## src/mcps_defines.vh

```
// Purpose: Constants for the module/carrier power sequencer.
// Assumes: 20 MHz reference clock, byte addresses on Avalon-MM.
// Notes: Timing counts are derived from printed times.
`ifndef MCPS_DEFINES_VH
`define MCPS_DEFINES_VH

`define MCPS_CLK_HZ 20000000
`define MCPS_HWOFF_NS 10000
`define MCPS_HWOFF_CYC (((`MCPS_HWOFF_NS) * (`MCPS_CLK_HZ / 1000000) + 999) / 1000)
`define MCPS_SEQ_CYC 16

`define MCPS_REG_CTRL 4'h0
`define MCPS_REG_WAKE 4'h4
`define MCPS_REG_STAT 4'h8

`define MCPS_CTRL_SW_SHDN 0
`define MCPS_CTRL_SLEEP 1
`define MCPS_CTRL_SW_RUN 2
`define MCPS_WAKE_USB_EN 0
`define MCPS_WAKE_PIN_LSB 8
`define MCPS_CTRL_RST 32'h0000_0000
`define MCPS_WAKE_RST 32'h0000_0000

`endif

```

## src/mcps_top.v

```verilog
// Purpose: Power-state sequencer between a compute module and its carrier.
// Assumes: ref_clk at 20 MHz, rst synchronous active high, pins asynchronous.
// Notes: Registers on Avalon-MM with one wait state on every access.
`timescale 1ns/1ps
`include "mcps_defines.vh"
`default_nettype none
module mcps_top #(
    parameter NWAKE = 4,
    parameter SEQ_CYC = `MCPS_SEQ_CYC,
    parameter STRAP_WIDE = 1'b1
) (
    input wire ref_clk, // 20 MHz clock.
    input wire rst, // Synchronous reset, active high.
    input wire [3:0] avs_address, // Byte address.
    input wire avs_read, // Read strobe.
    input wire avs_write, // Write strobe.
    input wire [31:0] avs_writedata, // Write data.
    input wire [3:0] avs_byteenable, // Byte enables.
    output reg [31:0] avs_readdata, // Read data.
    output wire avs_waitrequest, // Wait request.
    input wire power_en, // Power-on / power-good pin.
    input wire module_reset_n_in, // Module reset pin level.
    output wire module_reset_n_out, // Module reset drive value, always 0.
    output wire module_reset_n_oe, // Module reset pull-down enable.
    output wire shutdown_req_n_out, // Shutdown request drive value, always 0.
    output wire shutdown_req_n_oe, // Shutdown request pull-down enable.
    output reg module_sleep_indicator_n, // Low in deep sleep.
    output wire supply_range_strap_out, // Strap drive value, always 0.
    output wire supply_range_strap_oe, // Strap pull-down enable (legacy).
    input wire vdd_in_ok, // Main input power present.
    input wire temp_unsafe, // Thermal shutdown level.
    input wire temp_limit, // Hot or cold limit crossed.
    input wire undervoltage, // Under-voltage event level.
    input wire usb_vbus, // USB bus power present.
    input wire [NWAKE-1:0] wake_pins, // Connector wake signals.
    output wire [2:0] power_state // One-hot off, on, sleep.
);
    localparam [2:0] ST_OFF = 3'b001;
    localparam [2:0] ST_ON = 3'b010;
    localparam [2:0] ST_SLEEP = 3'b100;
    localparam HW_CYC = `MCPS_HWOFF_CYC;

    reg [2:0] state_q;
    reg [31:0] ctrl_q;
    reg [31:0] wake_q;
    reg shdn_req_q;
    reg rst_rel_q;
    reg [7:0] seq_cnt_q;
    reg pe_prev_q;
    reg ack_q;
    wire pe_s;
    wire mrst_s;
    wire pe_low_ok;
    wire sw_shdn = ctrl_q[`MCPS_CTRL_SW_SHDN];
    wire sw_sleep = ctrl_q[`MCPS_CTRL_SLEEP];
    wire sw_run = ctrl_q[`MCPS_CTRL_SW_RUN];
    wire usb_wake = wake_q[`MCPS_WAKE_USB_EN] & usb_vbus;
    wire pin_wake = |(wake_q[`MCPS_WAKE_PIN_LSB +: NWAKE] & wake_pins);
    wire pe_rise = pe_s & ~pe_prev_q;
    wire req_ev = temp_unsafe | undervoltage | (sw_shdn & sw_run & (state_q == ST_ON));

    mcps_sync #(.RST_VAL(1'b0)) u_pe_sync (
        .ref_clk(ref_clk),
        .rst(rst),
        .d(power_en),
        .q(pe_s)
    );

    mcps_sync #(.RST_VAL(1'b0)) u_rst_sync (
        .ref_clk(ref_clk),
        .rst(rst),
        .d(module_reset_n_in),
        .q(mrst_s)
    );

    mcps_lowtimer #(.CYCLES(HW_CYC), .W(16)) u_pe_low (
        .ref_clk(ref_clk),
        .rst(rst),
        .level(pe_s),
        .low_ok(pe_low_ok)
    );

    // Power-state machine.
    always @(posedge ref_clk) begin
        if (rst) begin
            state_q <= ST_OFF;
            pe_prev_q <= 1'b0;
            shdn_req_q <= 1'b0;
            rst_rel_q <= 1'b0;
            seq_cnt_q <= 8'h00;
        end else begin
            pe_prev_q <= pe_s;
            case (state_q)
                ST_OFF: begin
                    shdn_req_q <= 1'b0;
                    rst_rel_q <= 1'b0;
                    seq_cnt_q <= 8'h00;
                    if (pe_rise && vdd_in_ok && !temp_unsafe) begin
                        state_q <= ST_ON;
                    end
                end
                ST_ON: begin
                    // Internal sequence runs before the reset release.
                    if (!rst_rel_q && pe_s) begin
                        if (seq_cnt_q == SEQ_CYC[7:0] - 8'h01) begin
                            rst_rel_q <= 1'b1;
                        end else begin
                            seq_cnt_q <= seq_cnt_q + 8'h01;
                        end
                    end
                    if (req_ev) begin
                        shdn_req_q <= 1'b1;
                    end
                    // Supplies stay up until the carrier drops power-on.
                    if (pe_low_ok) begin
                        rst_rel_q <= 1'b0;
                        state_q <= ST_OFF;
                    end else if (sw_sleep && sw_run && !req_ev && !shdn_req_q && rst_rel_q) begin
                        state_q <= ST_SLEEP;
                    end
                end
                ST_SLEEP: begin
                    // Pins other than the sleep indicator keep their pre-sleep levels, except the shutdown request, set here on temp_unsafe.
                    if (temp_unsafe) begin
                        shdn_req_q <= 1'b1;
                    end
                    if (temp_limit || temp_unsafe || usb_wake || pin_wake || !pe_s) begin
                        state_q <= ST_ON;
                    end
                end
                default: begin
                    state_q <= ST_OFF;
                end
            endcase
        end
    end

    always @(posedge ref_clk) begin
        if (rst) begin
            module_sleep_indicator_n <= 1'b1;
        end else begin
            module_sleep_indicator_n <= (state_q != ST_SLEEP);
        end
    end

    assign power_state = state_q;
    assign module_reset_n_out = 1'b0;
    assign module_reset_n_oe = ~rst_rel_q;
    assign shutdown_req_n_out = 1'b0;
    assign shutdown_req_n_oe = shdn_req_q;
    assign supply_range_strap_out = 1'b0;
    assign supply_range_strap_oe = ~STRAP_WIDE;

    // Register bus: one wait state on every access.
    assign avs_waitrequest = (avs_read | avs_write) & ~ack_q;

    function [31:0] merge;
        input [31:0] old;
        input [31:0] nw;
        input [3:0] be;
        integer i;
        begin
            merge = old;
            for (i = 0; i < 4; i = i + 1) begin
                if (be[i]) begin
                    merge[i*8 +: 8] = nw[i*8 +: 8];
                end
            end
        end
    endfunction

    always @(posedge ref_clk) begin
        if (rst) begin
            ack_q <= 1'b0;
            ctrl_q <= `MCPS_CTRL_RST;
            wake_q <= `MCPS_WAKE_RST;
            avs_readdata <= 32'h0000_0000;
        end else begin
            ack_q <= (avs_read | avs_write) & ~ack_q;
            if (state_q == ST_OFF) begin
                ctrl_q <= `MCPS_CTRL_RST;
            end else if (avs_write && !ack_q && avs_address == `MCPS_REG_CTRL) begin
                ctrl_q <= merge(ctrl_q, avs_writedata, avs_byteenable) & 32'h0000_0007;
            end
            if (avs_write && !ack_q && avs_address == `MCPS_REG_WAKE) begin
                wake_q <= merge(wake_q, avs_writedata, avs_byteenable);
            end
            if (avs_read && !ack_q) begin
                case (avs_address)
                    `MCPS_REG_CTRL: avs_readdata <= ctrl_q;
                    `MCPS_REG_WAKE: avs_readdata <= wake_q;
                    `MCPS_REG_STAT: avs_readdata <= {22'h0, STRAP_WIDE, mrst_s, pe_s,
                        shdn_req_q, rst_rel_q, module_sleep_indicator_n, 1'b0, state_q};
                    default: avs_readdata <= 32'h0000_0000;
                endcase
            end
        end
    end
endmodule // mcps_top
`default_nettype wire

```

## src/mcps_sync.v

```verilog
// Purpose: Two-stage synchroniser for one asynchronous level.
// Assumes: Single clock domain.
// Notes: The first stage is read only by the second stage.
`timescale 1ns/1ps
`default_nettype none
module mcps_sync #(
    parameter RST_VAL = 1'b0
) (
    input wire ref_clk, // Clock.
    input wire rst, // Synchronous reset.
    input wire d, // Asynchronous input.
    output reg q // Synchronised output.
);
    reg meta_q;

    always @(posedge ref_clk) begin
        if (rst) begin
            meta_q <= RST_VAL;
            q <= RST_VAL;
        end else begin
            meta_q <= d;
            q <= meta_q;
        end
    end
endmodule // mcps_sync
`default_nettype wire

```

## src/mcps_lowtimer.v

```verilog
// Purpose: Qualifies a level held low for a minimum number of cycles.
// Assumes: Input already synchronised.
// Notes: Counter saturates so a long low gives a steady qualified level.
`timescale 1ns/1ps
`default_nettype none
module mcps_lowtimer #(
    parameter CYCLES = 200,
    parameter W = 16
) (
    input wire ref_clk, // Clock.
    input wire rst, // Synchronous reset.
    input wire level, // Monitored level.
    output reg low_ok // High once level was low long enough.
);
    localparam [W-1:0] LIM = CYCLES[W-1:0] - 1'b1;
    reg [W-1:0] cnt_q;

    always @(posedge ref_clk) begin
        if (rst || level) begin
            cnt_q <= {W{1'b0}};
            low_ok <= 1'b0;
        end else if (cnt_q != LIM) begin
            cnt_q <= cnt_q + 1'b1;
            low_ok <= 1'b0;
        end else begin
            low_ok <= 1'b1;
        end
    end
endmodule // mcps_lowtimer
`default_nettype wire

```

## config.mk

```make
export PLATFORM = sky130hd
export DESIGN_NAME = mcps_top
export DESIGN_NICKNAME = d
export VERILOG_FILES = /design/src/mcps_top.v /design/src/mcps_sync.v /design/src/mcps_lowtimer.v
export VERILOG_INCLUDE_DIRS = /design/src /design/src/src
export SDC_FILE = /design/constraint.sdc
export NUM_CORES = 1
export LEC_CHECK = 0
export BUFFER_PORTS_ARGS = -buffer_cell sky130_fd_sc_hd__buf_2
export CORE_ASPECT_RATIO = 0.7
export CORE_UTILIZATION = 43
export DETAILED_ROUTE_END_ITERATION = 12
export PLACE_DENSITY = 0.69
export SETUP_SLACK_MARGIN = 0.5
export SYNTH_ARGS = -nofsm -noshare
export SYNTH_HDL_FRONTEND = slang
export SYNTH_SLANG_ARGS = --single-unit
export TNS_END_PERCENT = 5
```

## constraint.sdc

```tcl
create_clock -name ref_clk -period 1.4 [get_ports ref_clk]
set_clock_uncertainty 0.1 [all_clocks]
set_input_delay 0.21 -clock ref_clk [delete_from_list [all_inputs] [get_ports ref_clk]]
set_output_delay 0.21 -clock ref_clk [all_outputs]
set_load 0.01 [all_outputs]
```

== Word-level counts from Yosys, hierarchy flattened ==
Cells that the tools add are included.

* $add $sub $neg: 2
* Multipliers: 0
* Div/mod/pow operators: 0
* Magnitude comparators: 0
* Eq/ne operators: 17
* Shift operators: 0
* Muxes and demuxes: 17
* Bitwise operators: 12
* Reductions and logical operators: 36

{| class="wikitable"
|+ Operators with widths
! kind !! count
|-
| $pmux W32 S3 || 1
|-
| $add A16 B1 Y16 const B || 1
|-
| $mux W8 || 2
|-
| $ne A16 B8 Y1 const B || 1
|-
| $pmux W8 S2 || 1
|-
| $mux W3 || 4
|-
| $reduce_and A3 Y1 || 4
|-
| $logic_and A1 B1 Y1 || 11
|-
| $ne A2 B2 Y1 const B || 5
|-
| $reduce_and A2 Y1 || 5
|-
| $ne A3 B1 Y1 const B || 3
|-
| $pmux W3 S3 || 1
|-
| $add A8 B1 Y8 const B || 1
|-
| $eq A8 B4 Y1 const B || 1
|-
| $logic_not A1 Y1 || 6
|-
| $mux W1 || 6
|-
| $and A1 B1 Y1 || 5
|-
| $logic_or A1 B1 Y1 || 5
|-
| $and A4 B4 Y4 || 1
|-
| $eq A4 B3 Y1 const B || 1
|-
| $eq A4 B4 Y1 const B || 1
|-
| $logic_not A4 Y1 || 1
|-
| $reduce_or A4 Y1 || 1
|-
| $eq A3 B1 Y1 const B || 1
|-
| other kinds (11) || 15
|}

* Flip-flop bits (word level): 104
* Latch bits: 0
* Memory bits (writable): 0
* ROM bits: 0
* Input port bits: 55
* Output and inout bits: 43
* Logic and storage cells: 103
* Memories kept: 0

== Depth between registers and ports, before layout ==
* Word-level depth: 10
* Mapped depth: 6
* Mapped depth without buffers: 5

== Cells and area by module ==
A second synthesis with hierarchy kept.

* Cell total of the unflattened synthesis: 450
* Area total of the unflattened synthesis: 4,396.7 um^2

{| class="wikitable"
|+ Modules (own cells, without submodules)
! module !! instances !! cells each !! area each (um^2) !! seq. area each (um^2)
|-
| mcps_top || 1 || 351 || 3,509.6 || 1,661.6
|-
| mcps_lowtimer || 1 || 91 || 782.0 || 340.3
|-
| mcps_sync || 2 || 4 || 52.6 || 40.0
|}

== Least setup slack after synthesis ==
Ideal clock, no wire load.

* Path kind: reg2reg
* Start: register state_q[1] (netlist: power_state[1])
* End: register seq_cnt_q[2]
* Library setup time: 91 ps
* Arrival time: 1,434 ps
* Required time: 1,209 ps
* Path slack: -225 ps
* Stages on the path, launching flop included: 7
* Path buffers: 2
* Clock period less this slack: 1,625 ps
* Path through: dfxtp_1 > clkbuf_1 > xnor2_1 > nor2_1 > and2_1 > buf_2 > a311oi_1

* Longest elaborated chain between the ends: 3
* Elaborated cells on any way between the ends: 7
* Classes of those cells: eq/ne: 4; mux: 1; reduce/logical: 2

{| class="wikitable"
|+ RTL lines
! element !! RTL line !! RTL
|-
| from (decl) || mcps_top.v:43 || <nowiki>reg [2:0] state_q;</nowiki>
|-
| from (signal assigned) || mcps_top.v:86 || <nowiki>state_q <= ST_OFF;</nowiki>
|-
| from (signal assigned) || mcps_top.v:99 || <nowiki>state_q <= ST_ON;</nowiki>
|-
| from (signal assigned) || mcps_top.v:117 || <nowiki>state_q <= ST_OFF;</nowiki>
|-
| $eq A3 B2 Y1 or $eq A3 B1 Y1 (tied branches) || mcps_top.v:93 || <nowiki>case (state_q)</nowiki>
|-
| $ne A2 B2 Y1 (no line), or another cell as far along || -- ||
|-
| $reduce_and A3 Y1 (no line) || -- ||
|-
| to (signal assigned) || mcps_top.v:108 || <nowiki>seq_cnt_q <= seq_cnt_q + 8'h01;</nowiki>
|-
| to (decl) || mcps_top.v:48 || <nowiki>reg [7:0] seq_cnt_q;</nowiki>
|}

Several ways; a longest one is shown, not always the timed one.
A chain may end at the register's enable or synchronous reset.

== Worst setup path in the final report ==
* Start: register seq_cnt_q[4]
* End: register seq_cnt_q[3]

* Longest elaborated chain between the ends: 3

{| class="wikitable"
|+ RTL lines
! element !! RTL line !! RTL
|-
| $eq A8 B4 Y1 || mcps_top.v:105 || <nowiki>if (seq_cnt_q == SEQ_CYC[7:0] - 8'h01) begin</nowiki>
|-
| $ne A2 B2 Y1 (no line) || -- ||
|-
| $reduce_and A3 Y1 (no line) || -- ||
|}

No other way between the ends.

==> results.toml <==
[status]
status = "finished, violations left"
violations = "setup timing"

[critical_path]
path_cells = "nor4_2, buf_4, nand4_1, and2_4, a311oi_2"
crit_path_end_kind = "register"
worstSetupStartpoint = "seq_cnt_q[4]"
cp_slowest_cell = "dfxtp_1"
critPathCapture = "seq_cnt_q[3]"
slowest_delay_ps = 340
cp_max_fo = 4
crit_path_start_kind = "register"
r2r_cells = 5
critPathArrivalTime_ps = 1700
timing_worst_setup_path_type = "register to register"
rrSetupSlack_ps = -160
r2r_start = "seq_cnt_q[4]"
path_depth = 5
crit_buf_inv = 1
critical-path-top-delay-family = "simple AND/OR/NAND/NOR gates"
critical_path_required_ps = 1550
rr_endpoint = "seq_cnt_q[3]"

[layout]
n_antenna_cell = 0
fin_nets = 699
drive_above_1_share_pct = 52.6
syn_to_final_growth_pct = 58.4

[synthesis]
synth-seq-area-share_pct = 49.4
synth_ff_type = "dfxtp_1"
yosys-top-cells-area = "dfxtp_1 49%, nand2_1 6.5%, a22oi_1 5.7%"
yosys.area_share.xor_xnor_pct = 3.33
synth_top_family_by_area = "simple AND/OR/NAND/NOR gates"
synth_top_cell_by_area = "dfxtp_1"
synth_adder_area_share_pct = 0.594
synth.top_cell.area_share_pct = 49.4
netlist_instances = 476
synth_area_sq_um = 4210
ys_async_sr_fraction_pct = 0
synth_commonest_cells = "104 x dfxtp_1, 73 x nand2_1, 60 x nor2_1"
yosysWarnings = 0
synth_compound_area_share_pct = 15.8
synthMuxAreaShare_pct = 2.38
ys_ff_latch = 104
yosys.area_share.simple_pct = 24.7
synth_edf_count = 0
synth_most_common_cell = "dfxtp_1"
postSynthAreaPerCell_sq_um = 8.85
ys_types = 52

[detailed_routing]
drc = 0
route.vias.total = 4098
avgViaCountPerCell = 5.32
dr.pass1.iters = 4
drt_iter0_markers = 396
antenna_left = 0
wl_per_cell_um = 16.3
wirelength_mm = 12.5

[sta]
timing.hold.ws_ps = 12.3
setup_viol = 16
grt_setup_unrepaired = "true"
setup_tns_ps = -848
setup_slack_ps = -158
min_period_ps = 1560
fmax_mhz = 642
drv_slew = 0
hold_viol_final = 0
finalCritPeriodShare_pct = 111

[global_route]
grt_max_degree = 66
overflow = 0
track_usage_pct = 24.1
grt_pass1_wl_mm = 19.5
first_global_vias = 3986
antenna_found_initial = 0

[power_and_ir_drop]
ir_drop_uv = 653
power_density_nw_per_um2 = 988
leakage_uw = 0.00254

[clocking]
cts_buffers = 9
cts_sinks = 104
clk_pin_slew_ps = 70
cts_buffer_depth = 2
clk_latency_ps = 340
cts_tree = "built"
htree_levels = 3
cts-root-buf = "clkbuf_16"

[floorplanning]
core_area_sq_um = 9290
initial_utilization_pct = 45.4
die_h_um = 84.8
io_pins = 98
core.rowCount = 29
die_width_um = 120
dieArea_sq_um = 10200

[run]
max_cap_violations = 0

[min_path]
hp-class = "input pin to register"
min_path_cells = 3
hp-start = "avs_writedata[0]"

[place]
port_buffers = 93
gp_congestion = 0.836
dp_hpwl_mm = 8.17
## registers in the layout (all words and copies together), names as in the netlist
signal                    count
pe_prev_q                     1
ack_q                         1
u_pe_low.cnt_q               16
wake_q                       32
u_rst_sync.q                  1
u_pe_sync.meta_q              1
power_state                   3
ctrl_q                        3
u_pe_low.low_ok               1
seq_cnt_q                     8
avs_readdata                 32
u_pe_sync.q                   1
rst_rel_q                     1
shutdown_req_n_oe             1
u_rst_sync.meta_q             1
module_sleep_indicator_n      1
## worst reg2reg max path: cells and delay by family, from the launching register on
| kind | cells | cell delay (ps) |
|---|---|---|
| simple gates | 3 | 580 |
| buf+inv | 1 | 170 |
| compound gates | 1 | 280 |
| flops | 1 | 340 |
## cells in the final DEF (no fill, tap or decap), types with 3 or more instances in the layout
master         instances
a22o_1                 5
nor2b_1                7
nand3_4                5
nor4_2                 4
buf_12                 3
o2bb2ai_1              3
nand2_2               10
a21oi_2                6
clkbuf_16              9
nand2b_1               3
mux2i_1               10
o21ai_0                3
xor2_1                 4
dfxtp_2               36
dfxtp_1               61
conb_1                 4
buf_4                 62
dlygate4sd3_1          8
nand2_1               63
and3_1                 3
nor2_1                58
buf_2                 67
nor4_4                 5
inv_1                  3
dfxtp_4                7
a22oi_2               31
nand4_1                6
and3_4                 5
nand3_2                8
xnor2_1               11
buf_6                 44
a21oi_1               34
nor3_1                 4
## worst min path at each step
stage                             to
floorplan           u_pe_sync.meta_q
global placement         u_pe_sync.q
detailed placement       u_pe_sync.q
CTS                        wake_q[0]
global route              wake_q[29]
finish                     wake_q[0]
## where the power goes
part | total (uW) | switching, uW | internal [uW]
Clock | 2750 | 1160 | 1590
Sequential | 3060 | 62.3 | 3000
Combinational | 788 | 397 | 391
Total | 6600 | 1620 | 4980
## what timing repair did
item	CTS	global route
hold endpoints to repair	8	0
endpoints found under the setup margin	137	137
pin swaps	126	53
setup buffers	9	9
gates resized for setup	104	90
hold buffers	8	0
## per-stage QoR
stage | setup slack, ps | util [%] | power, uW | cell area, sq um | instances
finish | -158 | 71.9 | 6600 | 6680 | 771
CTS | -86.6 | 67.0 | 6580 | 6230 | 762
detailed placement | -171 | 57.0 | 3700 | 5300 | 729
global placement | -147 | 57.0 | 3680 | 5300 | 729
global route | -204 | 71.9 | 6800 | 6680 | 771
floorplan | -60.5 | - | 3450 | 4350 | 479
## metal layers
layer | part of all wire, % | vias up | global-route usage (%)
li1 | - | 2002 | -
met1 | 43 | 1973 | 31.3
met2 | 50 | 116 | 41.0
met3 | 5.5 | 7 | 5.17
met4 | 0.81 | 0 | 5.50
met5 | 0 | - | 0
## cell type report
| class | instances | area, sq um |
|---|---|---|
| multi-input combinational | 340 | 2590 |
| fill | 658 | 2610 |
| tap | 124 | 155 |
| timing repair buffer | 184 | 1440 |
| clock inverter | 6 | 96.3 |
| clock buffer | 10 | 229 |
| inverter | 3 | 11.3 |
| sequential | 104 | 2150 |
## kinds of logic (layout without fill, tap and decap cells)
kind of cell | Yosys count | count (layout)
xor+xnor | 16 | 16
flops | 104 | 104
other cells | 1 | 4
mux | 10 | 10
fa+ha+maj | 2 | 2
compound gates | 97 | 97
simple gates | 211 | 211
buf+inv | 35 | 203
No activity file was read; power rests on OpenSTA's default activity.
